## src/rtl/bph_defs.svh

```systemverilog
// Timing counts, field positions and reset values of the host power handshake block
`ifndef BPH_DEFS_SVH
`define BPH_DEFS_SVH

`define BPH_CLK_PERIOD_NS   40
`define BPH_CLK_SETTLE_NS   2000
`define BPH_CLK_SETTLE_CYC  ((`BPH_CLK_SETTLE_NS + `BPH_CLK_PERIOD_NS - 1) / `BPH_CLK_PERIOD_NS)
`define BPH_INIT_NS         10000
`define BPH_INIT_CYC        ((`BPH_INIT_NS + `BPH_CLK_PERIOD_NS - 1) / `BPH_CLK_PERIOD_NS)

`define BPH_CNT_W           16
`define BPH_SYNC_W          4
`define BPH_SYNC_PWR        0
`define BPH_SYNC_WAKE       1
`define BPH_SYNC_FLOW       2
`define BPH_SYNC_LPC        3

`define BPH_RF_W            4
`define BPH_RF_TX           0
`define BPH_RF_RX           1
`define BPH_RF_PLL          2
`define BPH_RF_PA           3
`define BPH_RF_PD_ALL       4'hF

`endif

```

## src/rtl/bph_pkg.sv

```systemverilog
// Types shared by the host power handshake block
`default_nettype none
`include "bph_defs.svh"
package bph_pkg;
	typedef enum logic [2:0] {
		ST_OFF,
		ST_CLK_SETTLE,
		ST_INIT,
		ST_LINK_WAIT,
		ST_AWAKE,
		ST_SLEEP,
		ST_LOWPOW
	} bph_state_e;
	typedef logic [`BPH_CNT_W-1:0]  bph_cnt_t;
	typedef logic [`BPH_RF_W-1:0]   bph_rf_t;
	typedef logic [`BPH_SYNC_W-1:0] bph_sync_t;
endpackage
`default_nettype wire

```

## src/rtl/bph_lp_timer.sv

```systemverilog
// Low-power interval timer counting rising edges of the synchronised low-power clock
`default_nettype none
`include "bph_defs.svh"
module bph_lp_timer
	import bph_pkg::*;
(
	input  wire logic     ref_clk,
	input  wire logic     reset,
	input  wire logic     lpc_s,
	input  wire logic     load,
	input  wire logic     active,
	input  wire bph_cnt_t interval,
	output var  logic     expired
);
	logic     prev_r;
	logic     prev_nxt;
	logic     run_r;
	logic     run_nxt;
	bph_cnt_t cnt_r;
	bph_cnt_t cnt_nxt;
	logic     tick;

	always_comb begin
		tick     = lpc_s & ~prev_r;
		prev_nxt = lpc_s;
		run_nxt  = run_r;
		cnt_nxt  = cnt_r;
		if (load) begin
			run_nxt = 1'h1;
			cnt_nxt = interval;
		end else if (!active) begin
			run_nxt = 1'h0;
		end else if (run_r && tick && cnt_r != 16'h0000) begin
			cnt_nxt = cnt_r - 16'h0001;
		end
	end

	always_ff @(posedge ref_clk) begin
		if (reset) begin
			prev_r <= 1'h0;
			run_r  <= 1'h0;
			cnt_r  <= 16'h0000;
		end else begin
			prev_r <= prev_nxt;
			run_r  <= run_nxt;
			cnt_r  <= cnt_nxt;
		end
	end

	assign expired = run_r & (cnt_r == 16'h0000);
endmodule
`default_nettype wire

```

## src/rtl/bph_sync.sv

```systemverilog
// Two-stage synchroniser for the pin inputs
`default_nettype none
`include "bph_defs.svh"
module bph_sync
	import bph_pkg::*;
(
	input  wire logic      ref_clk,
	input  wire logic      reset,
	input  wire bph_sync_t pins,
	output var  bph_sync_t pins_s
);
	bph_sync_t meta_r;
	bph_sync_t meta_nxt;
	bph_sync_t sync_r;
	bph_sync_t sync_nxt;

	always_comb begin
		meta_nxt = pins;
		sync_nxt = meta_r;
	end

	always_ff @(posedge ref_clk) begin
		if (reset) begin
			meta_r <= 4'h0;
			sync_r <= 4'h0;
		end else begin
			meta_r <= meta_nxt;
			sync_r <= sync_nxt;
		end
	end

	assign pins_s = sync_r;
endmodule
`default_nettype wire

```

## src/rtl/bph_top.sv

```systemverilog
// Power sequencer and out-of-band wake handshake of the radio controller
// Function
// - Power manager reacts to software requests and baseband packet events alike.
// - Wake handshake lines are used in UART mode when enabled.
// - Asserted device wake request wakes the device and blocks sleep.
// - Without device wake request, sleep only once sleep criteria hold.
// - Host wake output asserted while the device needs host attention.
// - Device wake input and host wake output polarity selectable.
// - Reference clock request high when radio or WLAN needs the clock.
// - Reference clock request rises after power enable if host clock used.
// - Device I/O other than the reference clock request enabled only after reset and clock settling time.
// - Device drives its flow ready low after host does and init ends.
// - Separate power-down controls for transmit, receive, PLL and amplifier.
// - RF sections switched on only within transmit and receive windows.
// - Low-power modes run on low-power clock, wake after programmed interval.
// - In shutdown all outputs tristated except the reference clock request while WLAN needs the clock; most inputs ignored.
// - Leaving shutdown is a fresh power-up with no retained state.
// - Power-on reset held while power enable low, released after rise.
`default_nettype none
`include "bph_defs.svh"
module bph_top
	import bph_pkg::*;
(
	input  wire logic     ref_clk,
	input  wire logic     reset,
	input  wire logic     radio_power_enable,
	input  wire logic     wake_input_pin,
	input  wire logic     uart_flow_ready_in_n,
	input  wire logic     low_power_clock,
	input  wire logic     wake_handshake_en,
	input  wire logic     dev_wake_active_high,
	input  wire logic     host_wake_active_high,
	input  wire logic     host_ref_clk_used,
	input  wire logic     wlan_clk_need,
	input  wire logic     sw_sleep_req,
	input  wire logic     sw_wake_req,
	input  wire logic     bb_sleep_req,
	input  wire logic     bb_wake_req,
	input  wire logic     sleep_criteria_met,
	input  wire logic     host_attention_need,
	input  wire logic     lp_mode_req,
	input  wire bph_cnt_t lp_interval,
	input  wire logic     tx_window,
	input  wire logic     rx_window,
	input  wire logic     sw_rf_off,
	output var  logic     wake_output_pin,
	output var  logic     wake_output_pin_oe,
	output var  logic     uart_flow_ready_out_n,
	output var  logic     uart_flow_ready_out_oe,
	output var  logic     ref_clk_request,
	output var  logic     ref_clk_request_oe,
	output var  logic     rf_tx_pd,
	output var  logic     rf_rx_pd,
	output var  logic     rf_pll_pd,
	output var  logic     rf_pa_pd,
	output var  logic     por_active,
	output var  logic     lp_clock_select,
	output var  logic     core_awake
);
	function automatic logic pol_map(input logic level, input logic act_high);
		pol_map = act_high ? level : ~level;
	endfunction

	////////////////////////////////////////////////////////////////////////////
	// Pin synchronisers and low-power timer

	bph_sync_t  pins_s;
	logic       pwr_en;
	logic       flow_in_n;
	logic       device_wake_request;
	logic       timer_load;
	logic       timer_expired;

	bph_sync u_sync (
		.ref_clk (ref_clk),
		.reset   (reset),
		.pins    ({low_power_clock, uart_flow_ready_in_n, wake_input_pin, radio_power_enable}),
		.pins_s  (pins_s)
	);

	assign pwr_en    = pins_s[`BPH_SYNC_PWR];
	assign flow_in_n = pins_s[`BPH_SYNC_FLOW];
	// Wake input ignored when handshake lines are not in use
	assign device_wake_request = wake_handshake_en
		& pol_map(pins_s[`BPH_SYNC_WAKE], dev_wake_active_high);

	bph_state_e state_r;
	bph_state_e state_nxt;

	bph_lp_timer u_timer (
		.ref_clk  (ref_clk),
		.reset    (reset),
		.lpc_s    (pins_s[`BPH_SYNC_LPC]),
		.load     (timer_load),
		.active   (state_r == ST_LOWPOW),
		.interval (lp_interval),
		.expired  (timer_expired)
	);

	////////////////////////////////////////////////////////////////////////////
	// Sequencer state machine

	bph_cnt_t cnt_r;
	bph_cnt_t cnt_nxt;
	logic     sleep_req;
	logic     wake_req;

	always_comb begin
		sleep_req  = sw_sleep_req | bb_sleep_req;
		wake_req   = sw_wake_req | bb_wake_req;
		state_nxt  = state_r;
		cnt_nxt    = cnt_r;
		timer_load = 1'h0;
		case (state_r)
			ST_OFF: begin
				if (pwr_en) begin
					state_nxt = ST_CLK_SETTLE;
					cnt_nxt   = bph_cnt_t'(`BPH_CLK_SETTLE_CYC - 1);
				end
			end
			ST_CLK_SETTLE: begin
				if (cnt_r == 16'h0000) begin
					state_nxt = ST_INIT;
					cnt_nxt   = bph_cnt_t'(`BPH_INIT_CYC - 1);
				end else begin
					cnt_nxt = cnt_r - 16'h0001;
				end
			end
			ST_INIT: begin
				if (cnt_r == 16'h0000) begin
					state_nxt = ST_LINK_WAIT;
				end else begin
					cnt_nxt = cnt_r - 16'h0001;
				end
			end
			ST_LINK_WAIT: begin
				if (!flow_in_n) begin
					state_nxt = ST_AWAKE;
				end
			end
			ST_AWAKE: begin
				if (device_wake_request) begin
					state_nxt = ST_AWAKE;
				end else if (lp_mode_req) begin
					state_nxt  = ST_LOWPOW;
					timer_load = 1'h1;
				end else if (sleep_req && sleep_criteria_met) begin
					state_nxt = ST_SLEEP;
				end
			end
			ST_SLEEP: begin
				if (device_wake_request || wake_req) begin
					state_nxt = ST_AWAKE;
				end
			end
			ST_LOWPOW: begin
				if (device_wake_request || timer_expired) begin
					state_nxt = ST_AWAKE;
				end
			end
			default: begin
				state_nxt = ST_OFF;
			end
		endcase
		if (!pwr_en) begin
			state_nxt  = ST_OFF;
			cnt_nxt    = 16'h0000;
			timer_load = 1'h0;
		end
	end

	always_ff @(posedge ref_clk) begin
		if (reset) begin
			state_r <= ST_OFF;
			cnt_r   <= 16'h0000;
		end else begin
			state_r <= state_nxt;
			cnt_r   <= cnt_nxt;
		end
	end

	////////////////////////////////////////////////////////////////////////////
	// Registered pin and RF controls

	logic    io_en_r;
	logic    io_en_nxt;
	logic    host_wake_request;
	logic    host_wake_nxt;
	logic    flow_out_n_r;
	logic    flow_out_n_nxt;
	logic    clk_req_r;
	logic    clk_req_nxt;
	logic    clk_req_oe_r;
	logic    clk_req_oe_nxt;
	bph_rf_t rf_pd_r;
	bph_rf_t rf_pd_nxt;
	logic    por_r;
	logic    por_nxt;
	logic    lp_sel_r;
	logic    lp_sel_nxt;
	logic    awake_r;
	logic    awake_nxt;
	logic    link_up;
	logic    bt_clk_need;

	always_comb begin
		link_up   = (state_nxt == ST_AWAKE) || (state_nxt == ST_SLEEP)
			|| (state_nxt == ST_LOWPOW);
		io_en_nxt = (state_nxt != ST_OFF) && (state_nxt != ST_CLK_SETTLE);
		host_wake_nxt  = io_en_nxt & host_attention_need;
		flow_out_n_nxt = ~link_up;
		bt_clk_need    = host_ref_clk_used && (state_nxt != ST_OFF)
			&& (state_nxt != ST_SLEEP) && (state_nxt != ST_LOWPOW);
		clk_req_nxt    = bt_clk_need | wlan_clk_need;
		clk_req_oe_nxt = (state_nxt != ST_OFF) | wlan_clk_need;
		rf_pd_nxt      = `BPH_RF_PD_ALL;
		if (state_nxt == ST_AWAKE && !sw_rf_off) begin
			rf_pd_nxt[`BPH_RF_TX]  = ~tx_window;
			rf_pd_nxt[`BPH_RF_RX]  = ~rx_window;
			rf_pd_nxt[`BPH_RF_PLL] = ~(tx_window | rx_window);
			rf_pd_nxt[`BPH_RF_PA]  = ~tx_window;
		end
		por_nxt    = (state_nxt == ST_OFF);
		lp_sel_nxt = (state_nxt == ST_LOWPOW);
		awake_nxt  = (state_nxt == ST_AWAKE);
	end

	always_ff @(posedge ref_clk) begin
		if (reset) begin
			io_en_r           <= 1'h0;
			host_wake_request <= 1'h0;
			flow_out_n_r      <= 1'h1;
			clk_req_r         <= 1'h0;
			clk_req_oe_r      <= 1'h0;
			rf_pd_r           <= `BPH_RF_PD_ALL;
			por_r             <= 1'h1;
			lp_sel_r          <= 1'h0;
			awake_r           <= 1'h0;
		end else begin
			io_en_r           <= io_en_nxt;
			host_wake_request <= host_wake_nxt;
			flow_out_n_r      <= flow_out_n_nxt;
			clk_req_r         <= clk_req_nxt;
			clk_req_oe_r      <= clk_req_oe_nxt;
			rf_pd_r           <= rf_pd_nxt;
			por_r             <= por_nxt;
			lp_sel_r          <= lp_sel_nxt;
			awake_r           <= awake_nxt;
		end
	end

	assign wake_output_pin        = pol_map(host_wake_request, host_wake_active_high);
	assign wake_output_pin_oe     = io_en_r & wake_handshake_en;
	assign uart_flow_ready_out_n  = flow_out_n_r;
	assign uart_flow_ready_out_oe = io_en_r;
	assign ref_clk_request        = clk_req_r;
	assign ref_clk_request_oe     = clk_req_oe_r;
	assign rf_tx_pd               = rf_pd_r[`BPH_RF_TX];
	assign rf_rx_pd               = rf_pd_r[`BPH_RF_RX];
	assign rf_pll_pd              = rf_pd_r[`BPH_RF_PLL];
	assign rf_pa_pd               = rf_pd_r[`BPH_RF_PA];
	assign por_active             = por_r;
	assign lp_clock_select        = lp_sel_r;
	assign core_awake             = awake_r;
endmodule
`default_nettype wire

```

## config.mk

```make
export PLATFORM = sky130hd
export DESIGN_NAME = bph_top
export DESIGN_NICKNAME = d
export VERILOG_FILES = /design/src/rtl/bph_pkg.sv /design/src/rtl/bph_lp_timer.sv /design/src/rtl/bph_sync.sv /design/src/rtl/bph_top.sv
export VERILOG_INCLUDE_DIRS = /design/src /design/src/rtl
export SDC_FILE = /design/constraint.sdc
export NUM_CORES = 1
export LEC_CHECK = 0
export ABC_CLOCK_PERIOD_IN_PS = 2400
export BUFFER_PORTS_ARGS = -buffer_cell sky130_fd_sc_hd__buf_2
export CELL_PAD_IN_SITES_DETAIL_PLACEMENT = 0
export CELL_PAD_IN_SITES_GLOBAL_PLACEMENT = 1
export CORE_ASPECT_RATIO = 1.5
export CORE_MARGIN = 1.5
export CORE_UTILIZATION = 38
export DETAILED_ROUTE_END_ITERATION = 8
export PLACE_DENSITY = 0.77
export SYNTH_ARGS = -nofsm -noshare
export SYNTH_HDL_FRONTEND = slang
export SYNTH_SLANG_ARGS = --single-unit
```

## constraint.sdc

```tcl
create_clock -name ref_clk -period 2.4 [get_ports ref_clk]
set_clock_uncertainty 0.15 [all_clocks]
set_input_delay 0.36 -clock ref_clk [delete_from_list [all_inputs] [get_ports ref_clk]]
set_output_delay 0.36 -clock ref_clk [all_outputs]
set_load 0.02 [all_outputs]
```

Word level (Yosys, flattened, before mapping)
Index checks and enable logic that the tools add are counted.
Storage, ports and cells
  output and inout port bits: 13
  logic and storage cells: 101
  RAM bits: 0
  memories: 0
  register bits after elaboration: 57
  bits in latches: 0
  bits in read-only memories: 0
Cells by class
  add/subtract/negate cells: 2
  eq/ne operators: 14
  bitwise gates (word level): 19
  shift operators: 0
  order comparisons: 0
  divide/modulo/power cells: 0
  muxes and demuxes: 24
  multiply operators: 0
  reduce and logical (&&, ||, !) cells: 26
Operator list (number)
  $mux 16: 5
  $pmux 16 s3: 1
  $logic_not 16->1: 2
  $sub 16x1->16 const B: 2
  $mux 3: 9
  $pmux 3 s7: 1
  $eq 3x3->1 const B: 6
  $reduce_bool 16->1: 1
  $not 1->1: 9
  $logic_and 1x1->1: 8
  $mux 1: 8
  $eq 3x2->1 const B: 2
  $logic_not 3->1: 2
  $ne 3x3->1 const B: 2
  $reduce_bool 3->1: 2
  $and 1x1->1: 5
  $or 1x1->1: 5
  $logic_or 1x1->1: 4
  $ne 2x2->1 const B: 2
  $reduce_and 2->1: 2
  $reduce_bool 2->1: 2
  $reduce_or 2->1: 2
  $eq 3x1->1 const B: 1
  $ne 3x1->1 const B: 1
  $logic_not 1->1: 1

Depth between registers and ports, before layout
  word-level depth: 12
  mapped depth: 8

Modules after synthesis
Synthesis repeated with hierarchy kept, for this count alone.
Second synthesis, totals
  cell total of the unflattened synthesis: 351
  area, all modules: 2926.6 um2
Modules (own cells, without submodules)
  bph_top: cells an instance 199, sequential area each 600.6 um2, times used 1, area each 1616.6 um2
  bph_lp_timer: cells an instance 136, sequential area each 360.3 um2, times used 1, area each 1099.8 um2
  bph_sync: cells an instance 16, sequential area each 160.2 um2, times used 1, area each 210.2 um2

Worst setup path before layout
OpenSTA, ideal clock, no wires.
  path kind: register -> register
  start point: register cnt_r[0]
  end point: register rf_pd_r[0]
  cell stages (with the launch flop): 9
  path slack: 0.119 ns
  data required time: 2.113 ns
  buffers on the path: 1
  period minus slack after synthesis: 2.281 ns
  arrival: 1.994 ns
  cells stage by stage: dfxtp_1 -> inv_1 -> ha_1 -> nor3b_2 -> and4b_1 -> buf_4 -> mux2_1 -> nor3_2 -> nand4b_1
Between the ends
  longest elaborated chain between the ends: 8
Ends and longest elaborated chain
  from (decl): RTL line bph_top.sv:103  | bph_cnt_t cnt_r;
  from (signal assigned): RTL line bph_top.sv:178  | cnt_r <= cnt_nxt;
  $logic_not 16->1 *: RTL line bph_top.sv:122, bph_top.sv:130
  $mux 3, on equally long branches: RTL line bph_top.sv:130, bph_top.sv:122
  $pmux 3 s7 *: RTL line bph_top.sv:114  | case (state_r)
  $mux 3 *: RTL line bph_top.sv:165  | if (!pwr_en) begin
  $eq 3x3->1 *: RTL line bph_top.sv:217  | if (state_nxt == ST_AWAKE && !sw_rf_off) begin
  $logic_and 1x1->1 *: RTL line bph_top.sv:217
  $not 1->1 (no source line) *
  $reduce_or 2->1 (no source line) *
  to (signal assigned): RTL line bph_top.sv:235  | rf_pd_r <= `BPH_RF_PD_ALL;
  to (signal assigned): RTL line bph_top.sv:245  | rf_pd_r <= rf_pd_nxt;
  to (decl): RTL line bph_top.sv:195  | bph_rf_t rf_pd_r;
Mark *: on every way between the ends. The rest lies on a longest branch, timed or not.
A chain may end at the register's enable or synchronous reset.

Worst setup path in the final report
  start point: register cnt_r[9]
  end point: register rf_pd_r[1]
The elaborated chain is that of the path after synthesis.

==> impl_metrics.env <==
export IMPL_routed_wl_mm=7.19
export IMPL_ys_flop_type="dfxtp_1"
export IMPL_syn_area_per_cell_sq_um=8.99
export IMPL_drive_above_1_share_pct=27.0
export IMPL_timing_fmax_ghz=0.445
export IMPL_drt_pass1_iterations=6
export IMPL_num_antenna_cells=0
export IMPL_clock_sinks=56
export IMPL_fin_util_pct=47.3
export IMPL_intPower_mw=1.39
export IMPL_grt_pass1_wl_mm=12.0
export IMPL_port_buffers=49
export IMPL_global_route_overflow_total=0
export IMPL_grtUsageMet3_pct=3.17
export IMPL_yosysMostFrequentCell="dfxtp_1"
export IMPL_synth_nets=372
export IMPL_met1_usage_pct=20.0
export IMPL_rsz0062_at_grt="false"
export IMPL_io_pins=50
export IMPL_p_seq_share_pct=52.3
export IMPL_cp_arrival_ns=2.26
export IMPL_clkTransAtPathRegs_ns=0.07
export IMPL_grt_use_met2_pct=33.1
export IMPL_critPathKind="reg -> reg"
export IMPL_final_nets=436
export IMPL_multi_input_area_sq_um=1740
export IMPL_max_slew_margin_pct=64.7
export IMPL_cp_startpoint="cnt_r[9]"
export IMPL_seqCellArea_sq_um=1120
export IMPL_min_period_ns=2.25
export IMPL_post_place_cells=491
export IMPL_instances_no_fill=499
export IMPL_die_w_um=75.4
export IMPL_async_flop_share_pct=0
export IMPL_clockBufferDepth=2
export IMPL_syn_inst=332
export IMPL_cts_inserted_buffers=5
export IMPL_drc=0
export IMPL_grt_max_degree=29
export IMPL_via_per_inst=5.34
export IMPL_via_count=2665
export IMPL_cts_root_buf="clkbuf_16"
export IMPL_fin_area_sq_um=3600
export IMPL_die_h_um=112
export IMPL_die_area_sq_um=8410
export IMPL_fin_total_pwr_mw=1.81
export IMPL_floorplan_rows=39
export IMPL_comb_power_share_pct=7.7
export IMPL_min_delay_start="radio_power_enable"
export IMPL_finalCritPeriodShare_pct=93.6
export IMPL_vdd_drop_max_v=0.000260
export IMPL_synth_edff_count=0
export IMPL_start_util_pct=39.2
export IMPL_yosysUniqueCellTypes=70
export IMPL_power_density_nw_per_um2=502
export IMPL_ys_seq_area_share_pct=37.6
export IMPL_clk_latency_ns=0.30
export IMPL_core_area_sq_um=7610
export IMPL_synth_top_area_cell="dfxtp_1"
export IMPL_hold_viol=0
export IMPL_power_share_switching_pct=23.0
export IMPL_hold_path_class="in -> reg"
export IMPL_area_growth_pct=20.7
export IMPL_worst_pin_slew_ns=0.516
export IMPL_tritoncts="yes"
export IMPL_power_share_clock_pct=40.0
export IMPL_yosysWarningCount=0
export IMPL_status="finished clean"
export IMPL_ys_top_cells_by_area="dfxtp_1 (38%), nor2_1 (4.9%), xnor2_1 (3.2%)"
export IMPL_fin_tns_setup_ns=0
export IMPL_cts_setup_buffers=0
export IMPL_htree_levels=2
export IMPL_drv_slew=0
export IMPL_p_leak_nw=1.47
export IMPL_syn_area_sq_um=2990
export IMPL_first_iter_violations=94
export IMPL_grt_antenna_before_repair=0
export IMPL_final_antenna_net_count=0
export IMPL_switchingPower_mw=0.415
export IMPL_grt_pass1_vias=2603
export IMPL_place_hpwl_mm=5.56
export IMPL_crit_path_end_kind="flop"
export IMPL_track_usage_pct=18.5
export IMPL_top_usage_layer="met2"
export IMPL_synth_seq_cells=56
export IMPL_wl_per_cell_um=14.4
export IMPL_yosys_top_cells_count="dfxtp_1 (56), nor2_1 (39), nand2_1 (20)"
export IMPL_post_dp_cell_area_sq_um=3450
export IMPL_fillCellCount=780
export IMPL_gp_congestion=0.839
export IMPL_cp_required_ns=2.41
export IMPL_finalSetupViolations=0
export IMPL_cp_max_fo=6
export IMPL_drv_cap=0
export IMPL_synth_top_area_share_pct=37.6
export IMPL_reg2reg_from="cnt_r[9]"
export IMPL_cp_start_kind="flop"
[cell usage in the layout (no fill, tap or decap), types with 3 or more instances in the layout]
cell type,count
buf_4,22
a211oi_1,8
nor3_1,7
o31ai_1,3
clkbuf_16,5
nand4_1,3
o31a_1,5
or4_1,3
nor2b_1,10
nor2_1,39
mux2i_1,4
a311oi_1,4
or3_4,4
nand3b_1,3
nand2b_1,8
nand3_1,9
a2111oi_2,3
o21ai_0,8
nor4_2,3
nor4_1,5
ha_1,3
inv_1,16
buf_2,49
o21ai_1,4
a211o_1,3
xnor2_1,11
nand2_1,20
a21oi_1,14
dfxtp_1,56
or3_1,5
a31oi_1,4
[state kept, by name (all words and copies together), names as in the netlist]
signal / count
u_sync.meta_r: 4
cnt_r: 16
por_active: 1
core_awake: 1
ref_clk_request: 1
uart_flow_ready_out_oe: 1
ref_clk_request_oe: 1
uart_flow_ready_out_n: 1
lp_clock_select: 1
u_timer.run_r: 1
rf_pd_r: 3
u_timer.prev_r: 1
state_r: 3
host_wake_request: 1
u_sync.pins_s: 4
u_timer.cnt_r: 16
[worst paths after layout]
path	end	slack, ns	cells after the start
max reg2reg	rf_pd_r[1]	0.15	5
min	u_sync.meta_r[0]	0.12	2
max	rf_pd_r[1]	0.15	5
min reg2reg	u_sync.pins_s[2]	0.28	1
[worst max-delay path, cell delays in order, from the launching register on]
cell	delay [ns]
dfxtp_1	0.35
or4_4	0.56
and4b_1	0.31
mux2_1	0.38
nor3_4	0.25
nand4b_1	0.11
[metrics by stage]
step / setup WS [ns] / hold WS, ns
after floorplan: 0.119 / 0.264
after CTS: 0.0944 / 0.118
after detailed placement: 0.111 / 0.273
final: 0.155 / 0.124
after global placement: 0.142 / 0.266
after global routing: 0.0213 / 0.127
[cell type report]
class	instances	share of cell area [%]
inverters	16	1.67
clock buffers	6	3.58
repair buffers	71	11.4
well taps	102	3.54
flip-flops and latches	56	31.1
clock inverters	2	0.451
multi-input cells	246	48.3
[metal layers]
layer / vias to the layer above / share of wire (%)
met5: - / 0
met4: 0 / 3.5
met3: 16 / 2.9
met2: 52 / 55
met1: 1240 / 39
li1: 1357 / -
[power groups by stage]
stage	combinational (mW)	clock, mW	sequential, mW
final	0.139	0.723	0.947
after global routing	0.153	0.789	0.948
after CTS	0.140	0.754	0.946
after detailed placement	0.140	0	0.968
after global placement	0.138	0	0.968
after floorplan	0.0776	0	0.970
[repair_timing]
action                     in CTS  in global routing
resized for setup               0                  2
setup endpoints to repair       0                  4
hold buffers                    0                  0
[logic make-up (layout without fill, tap and decap cells)]
group	Yosys count	count (layout)	share of synthesized area, %
buffers and inverters	30	95	4.44
multiplexers	7	7	2.47
XOR/XNOR	13	13	3.81
flip-flops	56	56	37.6
AO/OA/AOI/OAI	83	83	21.5
AND/OR/NAND/NOR	140	140	29.0
adder cells (fa/ha/maj)	3	3	1.26
No activity file was read; power rests on OpenSTA's default activity.
